File: src/hw/vss_defs.svh
// Purpose: constants of the vector state save layout
// Assumes: byte offsets relative to the save area base
// Notes: included by its bare name
// Function
// control/status word at legacy bytes 27:24
// restore faults on reserved control/status bits
// mask stored at 31:28, ignored on restore
// 128-bit regs 0-7 at bytes 287:160
// 128-bit regs 8-15 only in 64-bit mode
// 128-bit state needs os enable, bit 1
// 128-bit instructions always usable
// 256-bit upper halves are component 2
// upper half i at 16i; 8-15 need 64-bit
// 256-bit use needs os enable, bit 2
// four bound regs, 16 bytes each
// bound config at 7:0, status 15:8
// bound use needs os enable, bits 4:3
// 512-bit state is components 5 to 7
// opmask i at bytes 8i+7:8i
// 512-bit half i at 32i; 8-15 need 64-bit
// high sixteen regs only in 64-bit mode
// 512-bit use needs os enable, bits 7:5
// query returns section offset and size
// extended region starts at byte 576
// compacted aligned sections round to 64
// touch only enabled and requested sections
`ifndef VSS_DEFS_SVH
`define VSS_DEFS_SVH
// ----------------------------------------
// legacy region
// ----------------------------------------
`define VSS_CSR_OFF    16'h0018
`define VSS_CSRM_OFF   16'h001c
`define VSS_V128_OFF   16'h00a0
`define VSS_CSR_MASK   32'h0000ffff
`define VSS_CSR_RST    32'h00001f80
// ----------------------------------------
// extended region
// ----------------------------------------
`define VSS_EXT_BASE   16'h0240
`define VSS_SZ_C2      16'h0100
`define VSS_SZ_C3      16'h0040
`define VSS_SZ_C4      16'h0010
`define VSS_SZ_C5      16'h0040
`define VSS_SZ_C6      16'h0200
`define VSS_SZ_C7      16'h0400
`define VSS_ALIGN_MASK 8'h00
`define VSS_STD_MAP    8'hfc
`define VSS_QRY_LEAF   32'h0000000d
`endif

File: src/hw/vss_pkg.sv
// Purpose: types of the vector state save layout
// Assumes: constants live in vss_defs.svh
// Notes: nothing is imported by users
package vss_pkg;
    // save or restore access
    typedef enum logic {
        VSS_OP_SAVE,
        VSS_OP_RESTORE
    } vss_op_type;
    // state component number
    typedef logic [2:0]  vss_comp_type;
    // byte offset in the save area
    typedef logic [15:0] vss_addr_type;
endpackage : vss_pkg

File: src/hw/vss_state_save.sv
// Purpose: placement and gating of saved vector state
// Assumes: one access per request, results a cycle later
// Notes: address is relative to the save area base
`include "vss_defs.svh"
`timescale 1ns/1ns
`default_nettype none
module vss_state_save (
    input  wire logic              clk,
    input  wire logic              rst,
    input  wire logic              os_save_enable,
    input  wire logic [7:0]        feature_enable_mask,
    input  wire logic              mode64,
    input  wire logic              req_valid,
    input  wire vss_pkg::vss_op_type req_op,
    input  wire vss_pkg::vss_comp_type req_comp,
    input  wire logic [4:0]        req_elem,
    input  wire logic [7:0]        req_rfbm,
    input  wire logic              req_compacted,
    input  wire logic [7:0]        compaction_bitmap,
    input  wire logic [31:0]       restore_data,
    input  wire logic              query_valid,
    input  wire logic [31:0]       query_leaf,
    input  wire logic [31:0]       query_subleaf,
    output logic                   rsp_valid,
    output vss_pkg::vss_addr_type  rsp_addr,
    output logic [7:0]             rsp_size,
    output logic                   rsp_access,
    output logic                   rsp_fault,
    output logic [31:0]            rsp_save_data,
    output logic [31:0]            vec_fp_ctrl_status,
    output logic                   vec128_insn_ok,
    output logic                   vec256_insn_ok,
    output logic                   bound_insn_ok,
    output logic                   vec512_insn_ok,
    output logic                   query_done,
    output logic [31:0]            query_eax,
    output logic [31:0]            query_ebx,
    output logic [31:0]            query_ecx
);

    // ----------------------------------------
    // decode functions
    // ----------------------------------------

    // component enabled by os enable and mask
    function automatic logic comp_on(
        input logic [2:0] c,
        input logic       os,
        input logic [7:0] fem
    );
        case (c)
            3'h1:    comp_on = os & fem[1];
            3'h2:    comp_on = os & fem[2];
            3'h3,
            3'h4:    comp_on = os & (fem[4:3] == 2'h3);
            3'h5,
            3'h6,
            3'h7:    comp_on = os & (fem[7:5] == 3'h7);
            default: comp_on = 1'b0;
        endcase
    endfunction : comp_on

    // section size in bytes
    function automatic logic [15:0] sec_size(input logic [2:0] c);
        case (c)
            3'h2:    sec_size = `VSS_SZ_C2;
            3'h3:    sec_size = `VSS_SZ_C3;
            3'h4:    sec_size = `VSS_SZ_C4;
            3'h5:    sec_size = `VSS_SZ_C5;
            3'h6:    sec_size = `VSS_SZ_C6;
            3'h7:    sec_size = `VSS_SZ_C7;
            default: sec_size = 16'h0000;
        endcase
    endfunction : sec_size

    // round up to 64 when the section is aligned
    function automatic logic [15:0] align_up(
        input logic [15:0] p,
        input logic [2:0]  c
    );
        logic [7:0] am;
        am = `VSS_ALIGN_MASK;
        align_up = am[c] ? ((p + 16'h003f) & 16'hffc0) : p;
    endfunction : align_up

    // section start; standard map uses all present
    function automatic logic [15:0] sec_off(
        input logic [2:0] c,
        input logic [7:0] bm
    );
        logic [15:0] pos;
        pos = `VSS_EXT_BASE;
        for (int j = 2; j < 8; j++) begin
            if ((j[2:0] < c) && bm[j]) begin
                pos = align_up(pos, j[2:0]) + sec_size(j[2:0]);
            end
        end
        sec_off = align_up(pos, c);
    endfunction : sec_off

    // ----------------------------------------
    // element decode
    // ----------------------------------------

    logic        is_c1;     // legacy component
    logic        is_csr;    // control/status word
    logic        is_csrm;   // control/status mask
    logic        elem_ok;   // element in range
    logic        need64;    // needs 64-bit mode
    logic [15:0] e_off;     // offset in section
    logic [7:0]  e_size;    // element size
    logic [15:0] base_off;  // section offset
    logic        rfbm_sel;  // requested bit
    logic        acc_now;   // access allowed
    logic        flt_now;   // restore fault
    logic        is_rst;    // restore op

    assign is_c1   = (req_comp == 3'h1);
    assign is_csr  = is_c1 & (req_elem == 5'h10);
    assign is_csrm = is_c1 & (req_elem == 5'h11);
    assign is_rst  = (req_op == vss_pkg::VSS_OP_RESTORE);
    assign rfbm_sel = req_rfbm[req_comp];

    // element ranges per component
    assign elem_ok =
        is_c1              ? (req_elem <= 5'h11) :
        (req_comp == 3'h3) ? (req_elem < 5'h04) :
        (req_comp == 3'h4) ? (req_elem < 5'h02) :
        (req_comp == 3'h5) ? (req_elem < 5'h08) :
        (req_comp >= 3'h2) ? (req_elem < 5'h10) : 1'b0;

    // upper eight of a bank, or all high sixteen
    assign need64 =
        (req_comp == 3'h7) |
        ((is_c1 | (req_comp == 3'h2) | (req_comp == 3'h6))
         & (req_elem[4:3] == 2'h1));

    // element size in bytes
    assign e_size =
        (is_csr | is_csrm)            ? 8'h04 :
        ((req_comp == 3'h4) |
         (req_comp == 3'h5))          ? 8'h08 :
        (req_comp == 3'h6)            ? 8'h20 :
        (req_comp == 3'h7)            ? 8'h40 : 8'h10;

    // element offset within its section
    assign e_off =
        is_csr  ? `VSS_CSR_OFF :
        is_csrm ? `VSS_CSRM_OFF :
        is_c1   ? (`VSS_V128_OFF + {7'h00, req_elem, 4'h0}) :
        ({11'h000, req_elem} * {8'h00, e_size});

    // legacy sits at zero; extended by format
    assign base_off =
        is_c1         ? 16'h0000 :
        req_compacted ? sec_off(req_comp, compaction_bitmap) :
                        sec_off(req_comp, `VSS_STD_MAP);

    // enabled, requested, in range, mode allows
    assign acc_now = req_valid & comp_on(req_comp, os_save_enable, feature_enable_mask)
                   & rfbm_sel & elem_ok & (mode64 | ~need64)
                   & ~(is_csrm & is_rst);

    // reserved bits set by restored image
    assign flt_now = acc_now & is_rst & is_csr
                   & ((restore_data & ~`VSS_CSR_MASK) != 32'h0);

    // ----------------------------------------
    // instruction permission
    // ----------------------------------------

    // 128-bit use never depends on the save feature
    assign vec128_insn_ok = 1'b1;
    assign vec256_insn_ok = comp_on(3'h2, os_save_enable, feature_enable_mask);
    assign bound_insn_ok  = comp_on(3'h3, os_save_enable, feature_enable_mask);
    assign vec512_insn_ok = comp_on(3'h5, os_save_enable, feature_enable_mask);

    // ----------------------------------------
    // response registers
    // ----------------------------------------

    logic [31:0] csr_r;   // live control/status word
    logic [31:0] csr_nxt; // its next value

    // reload only on a clean restore
    assign csr_nxt = (acc_now & is_rst & is_csr & ~flt_now) ? restore_data : csr_r;

    // response and control/status state
    always_ff @(posedge clk or posedge rst) begin
        if (rst) begin
            rsp_valid     <= 1'b0;
            rsp_addr      <= 16'h0000;
            rsp_size      <= 8'h00;
            rsp_access    <= 1'b0;
            rsp_fault     <= 1'b0;
            rsp_save_data <= 32'h0;
            csr_r         <= `VSS_CSR_RST;
        end else begin
            rsp_valid     <= req_valid;
            rsp_addr      <= base_off + e_off;
            rsp_size      <= e_size;
            rsp_access    <= acc_now;
            rsp_fault     <= flt_now;
            rsp_save_data <= is_csrm ? `VSS_CSR_MASK : csr_r;
            csr_r         <= csr_nxt;
        end
    end

    assign vec_fp_ctrl_status = csr_r;

    // ----------------------------------------
    // identification query
    // ----------------------------------------

    logic       q_hit; // leaf and sub-leaf known
    logic [2:0] q_c;   // component asked for
    logic [7:0] q_am;  // alignment flags

    assign q_c   = query_subleaf[2:0];
    assign q_am  = `VSS_ALIGN_MASK;
    assign q_hit = query_valid & (query_leaf == `VSS_QRY_LEAF)
                 & (query_subleaf[31:3] == 29'h0) & (q_c >= 3'h2);

    // size in first, offset in second result
    always_ff @(posedge clk or posedge rst) begin
        if (rst) begin
            query_done <= 1'b0;
            query_eax  <= 32'h0;
            query_ebx  <= 32'h0;
            query_ecx  <= 32'h0;
        end else begin
            query_done <= query_valid;
            query_eax  <= q_hit ? {16'h0, sec_size(q_c)} : 32'h0;
            query_ebx  <= q_hit ? {16'h0, sec_off(q_c, `VSS_STD_MAP)} : 32'h0;
            query_ecx  <= q_hit ? {30'h0, q_am[q_c], 1'b0} : 32'h0;
        end
    end
endmodule : vss_state_save
`default_nettype wire

File: config.mk
export PLATFORM = sky130hd
export DESIGN_NAME = vss_state_save
export DESIGN_NICKNAME = d
export VERILOG_FILES = /design/src/hw/vss_pkg.sv /design/src/hw/vss_state_save.sv
export VERILOG_INCLUDE_DIRS = /design/src /design/src/hw
export SDC_FILE = /design/constraint.sdc
export NUM_CORES = 1
export LEC_CHECK = 0
export ABC_CLOCK_PERIOD_IN_PS = 6900
export BUFFER_PORTS_ARGS = -buffer_cell sky130_fd_sc_hd__buf_2
export CAP_MARGIN = 5
export CORE_AREA = 2 2 128 130
export CTS_BUF_LIST = sky130_fd_sc_hd__clkbuf_8 sky130_fd_sc_hd__clkbuf_16
export DETAILED_ROUTE_END_ITERATION = 7
export DIE_AREA = 0 0 130 132
export MAX_ROUTING_LAYER = met4
export PLACE_DENSITY = 0.77
export SKIP_CTS_REPAIR_TIMING = 1
export SLEW_MARGIN = 20
export SYNTH_ARGS = -nofsm -noshare
export SYNTH_HDL_FRONTEND = slang
export SYNTH_SLANG_ARGS = --single-unit
File: constraint.sdc
create_clock -name clk -period 6.9 [get_ports clk]
set_input_delay 0.69 -clock clk [delete_from_list [all_inputs] [get_ports clk]]
set_output_delay 0.69 -clock clk [all_outputs]
set_load 0.05 [all_outputs]
==> impl_metrics.env <==
export IMPL_numCtsBuffers=9
export IMPL_synth_seq_cells=95
export IMPL_postSynthCellCount=518
export IMPL_path_cells="buf_2 -> nor3b_1 -> buf_4 -> and2_1 -> inv_1 -> fa_1 -> fa_1 -> fa_1 -> inv_1 -> ha_1 -> and3_1 -> a2111oi_0 -> xor2_1 -> o22ai_1 -> ha_1 -> nor3_1 -> nor2_1 -> o41a_1 -> xnor2_1"
export IMPL_antenna_found_initial=1
export IMPL_finalMaxSlewViolations=0
export IMPL_finalSetupViolCount=0
export IMPL_vias=4243
export IMPL_slew_headroom_pct=42.4
export IMPL_vdd_drop_max_v=0.000100
export IMPL_dieWidth_um=130
export IMPL_cp_common_cell="fa_1"
export IMPL_crit_arrival_ns=5.72
export IMPL_track_usage_pct=16.9
export IMPL_cp_slowest_cell="a2111oi_0"
export IMPL_post_place_ws_ns=1.02
export IMPL_clkLatencyLatePin_ns=0.34
export IMPL_drc=0
export IMPL_hp_class="in -> async"
export IMPL_max_freq_mhz=182
export IMPL_grt_max_degree=85
export IMPL_path_max_fanout=28
export IMPL_status="complete, no violations"
export IMPL_worst_setup_path_type="in -> reg"
export IMPL_fin_ws_ns=1.41
export IMPL_synth_top_area_share_pct=40.6
export IMPL_syn_avg_cell_area_um2=10.6
export IMPL_worst_setup_path_start_kind="input port"
export IMPL_cp_endpoint="rsp_addr[11]"
export IMPL_clock_path_buffers=2
export IMPL_r2r_end="rsp_save_data[4]"
export IMPL_h_tree_depth=3
export IMPL_post_route_period_util_pct=79.6
export IMPL_regToRegSetupSlack_ns=6.06
export IMPL_fin_nets=919
export IMPL_synth_edf_count=0
export IMPL_die_area_mm2=0.0172
export IMPL_timing_setup_tns_ns=0
export IMPL_die_y_um=132
export IMPL_overflow=0
export IMPL_yosysTopAreaCell="dfrtp_1"
export IMPL_synth_most_common_cell="buf_4"
export IMPL_vias_per_cell=4.40
export IMPL_powerDensity_mw_per_mm2=217
export IMPL_clockRootBuffer="clkbuf_16"
export IMPL_drt_wl_total_um=14300
export IMPL_async_flop_share_pct=100
export IMPL_rows=46
export IMPL_drv_cap=0
export IMPL_start_util_pct=34.9
export IMPL_gp_congestion=0.859
export IMPL_grt_pass1_wl_um=21300
export IMPL_hold_slack_ns=0.234
export IMPL_clkTransAtPathRegs_ns=0.07
export IMPL_dp_hpwl_um=11600
export IMPL_routedWlPerCell_um=14.9
export IMPL_cp_end_kind="register"
export IMPL_synth_warnings=0
export IMPL_drtIter0Drc=153
export IMPL_fp_coreArea_mm2=0.0157
export IMPL_cp_startpoint="req_comp[2]"
export IMPL_worst_r2r_path_depth=1
export IMPL_fin_crit_ns=5.49
export IMPL_synth_flop_cell="dfrtp_1"
export IMPL_firstDrtPassIters=4
export IMPL_port_buffers=228
export IMPL_cpPeakStageDelay_ns=0.77
export IMPL_p_leak_uw=0.00403
export IMPL_drive_gt1_share_pct=36.8
export IMPL_multiInputGateArea_mm2=0.00259
export IMPL_seq_area_mm2=0.00238
export IMPL_synth_commonest_cells="buf_4, dfrtp_1, nor2b_1"
export IMPL_skew_ns=0.00519
export IMPL_syn_to_final_growth_pct=23.9
export IMPL_r2r_start="vec_fp_ctrl_status[4]"
export IMPL_cts_sinks=95
export IMPL_synth_area_mm2=0.00548
export IMPL_final_antenna_net_count=0
export IMPL_synth_area_leaders="dfrtp_1, buf_4, ha_1"
export IMPL_tightest_slew_ns=0.843
export IMPL_grt_pass1_vias=3935
export IMPL_hold_viol=0
export IMPL_ys_types=52
export IMPL_required_ns=7.13
export IMPL_ys_seq_area_share_pct=43.5
export IMPL_rsz0062_at_grt="no"
export IMPL_pin_count=328
export IMPL_cts_tree="built"
export IMPL_fillers=1564
==> final cells by class <==
| class | instances | area share [%] |
|---|---|---|
| diodes | 1 | 0.0369 |
| clock buffers | 9 | 3.32 |
| clock inverters | 7 | 1.07 |
| inverters | 21 | 1.20 |
| multi-input cells | 385 | 38.1 |
| flip-flops and latches | 95 | 35.1 |
| well taps | 216 | 3.98 |
| repair buffers | 231 | 17.2 |
==> sequential cells by signal, indices dropped and copies added (netlist names) <==
name and count:
query_done 1, query_eax 5, query_ebx 6, rsp_access 1, rsp_addr 11, rsp_fault 1, rsp_save_data 32, rsp_size 5
rsp_valid 1, vec_fp_ctrl_status 32
==> stage by stage <==
| stage | utilization (%) | instance area (um2) | instances | total power (uW) |
|---|---|---|---|---|
| 3_3_place_gp | 41.3 | 6480 | 948 | 1000 |
| 6_report | 43.2 | 6790 | 965 | 1480 |
| 3_5_place_dp | 41.3 | 6480 | 948 | 1000 |
| 5_1_grt | 43.2 | 6790 | 965 | 1550 |
| 2_1_floorplan | - | 5840 | 615 | 940 |
| 4_1_cts | 43.2 | 6780 | 964 | 1500 |
==> worst min-delay path by stage <==
stage / slack (ns) / startpoint / cells past startpoint / endpoint
finish: 0.23 / rst / 2 / rsp_save_data[8]
global route: 0.23 / rst / 2 / rsp_save_data[9]
CTS: 0.22 / rst / 2 / rsp_save_data[8]
detailed placement: 0.47 / vec_fp_ctrl_status[2] / 1 / rsp_save_data[2]
global placement: 0.46 / vec_fp_ctrl_status[6] / 1 / rsp_save_data[6]
floorplan: 0.72 / query_valid / 0 / query_done
==> cell families after synthesis <==
| group | Yosys count | share of synthesized area (%) |
|---|---|---|
| other | 2 | 0.137 |
| DFF | 95 | 43.5 |
| AOI/OAI and AO/OA | 49 | 5.89 |
| muxes | 17 | 3.47 |
| xor gates and xnor gates | 15 | 2.40 |
| adders and majority gates | 40 | 10.4 |
| buffers and inverters | 135 | 15.9 |
| and+or+nand+nor | 165 | 18.3 |
==> worst max-delay path: cells and delay by family <==
kind            cells  cell delay [ns]
compound gates      3             1.00
fa+ha+maj           5             2.27
buf+inv             4             0.58
xor+xnor            2             0.34
simple gates        5             0.84
==> where the power goes <==
| group | switching [uW] | internal (uW) |
|---|---|---|
| sequential | 5.27 | 577 |
| clock | 230 | 256 |
| combinational | 307 | 101 |
| total | 542 | 934 |
==> layout by cell type (no fill, tap or decap), types with 14 or more instances in the layout <==
| cell type | n |
|---|---|
| a21oi_1 | 17 |
| buf_2 | 228 |
| conb_1 | 99 |
| dfrtp_1 | 89 |
| ha_1 | 31 |
| inv_1 | 20 |
| mux2_1 | 14 |
| nor2_1 | 21 |
| nor2b_1 | 37 |
| nor4_1 | 17 |
| or2_2 | 16 |
==> per-layer routing <==
| metal | global-route usage, % | vias up | part of all wire [%] |
|---|---|---|---|
| li1 | - | 2006 | - |
| met3 | 4.14 | 22 | 8.3 |
| met1 | 21.2 | 1999 | 42 |
| met5 | - | - | 0 |
| met4 | 5.62 | 0 | 2.1 |
| met2 | 26.7 | 216 | 47 |
No activity file was read; power rests on OpenSTA's default activity.
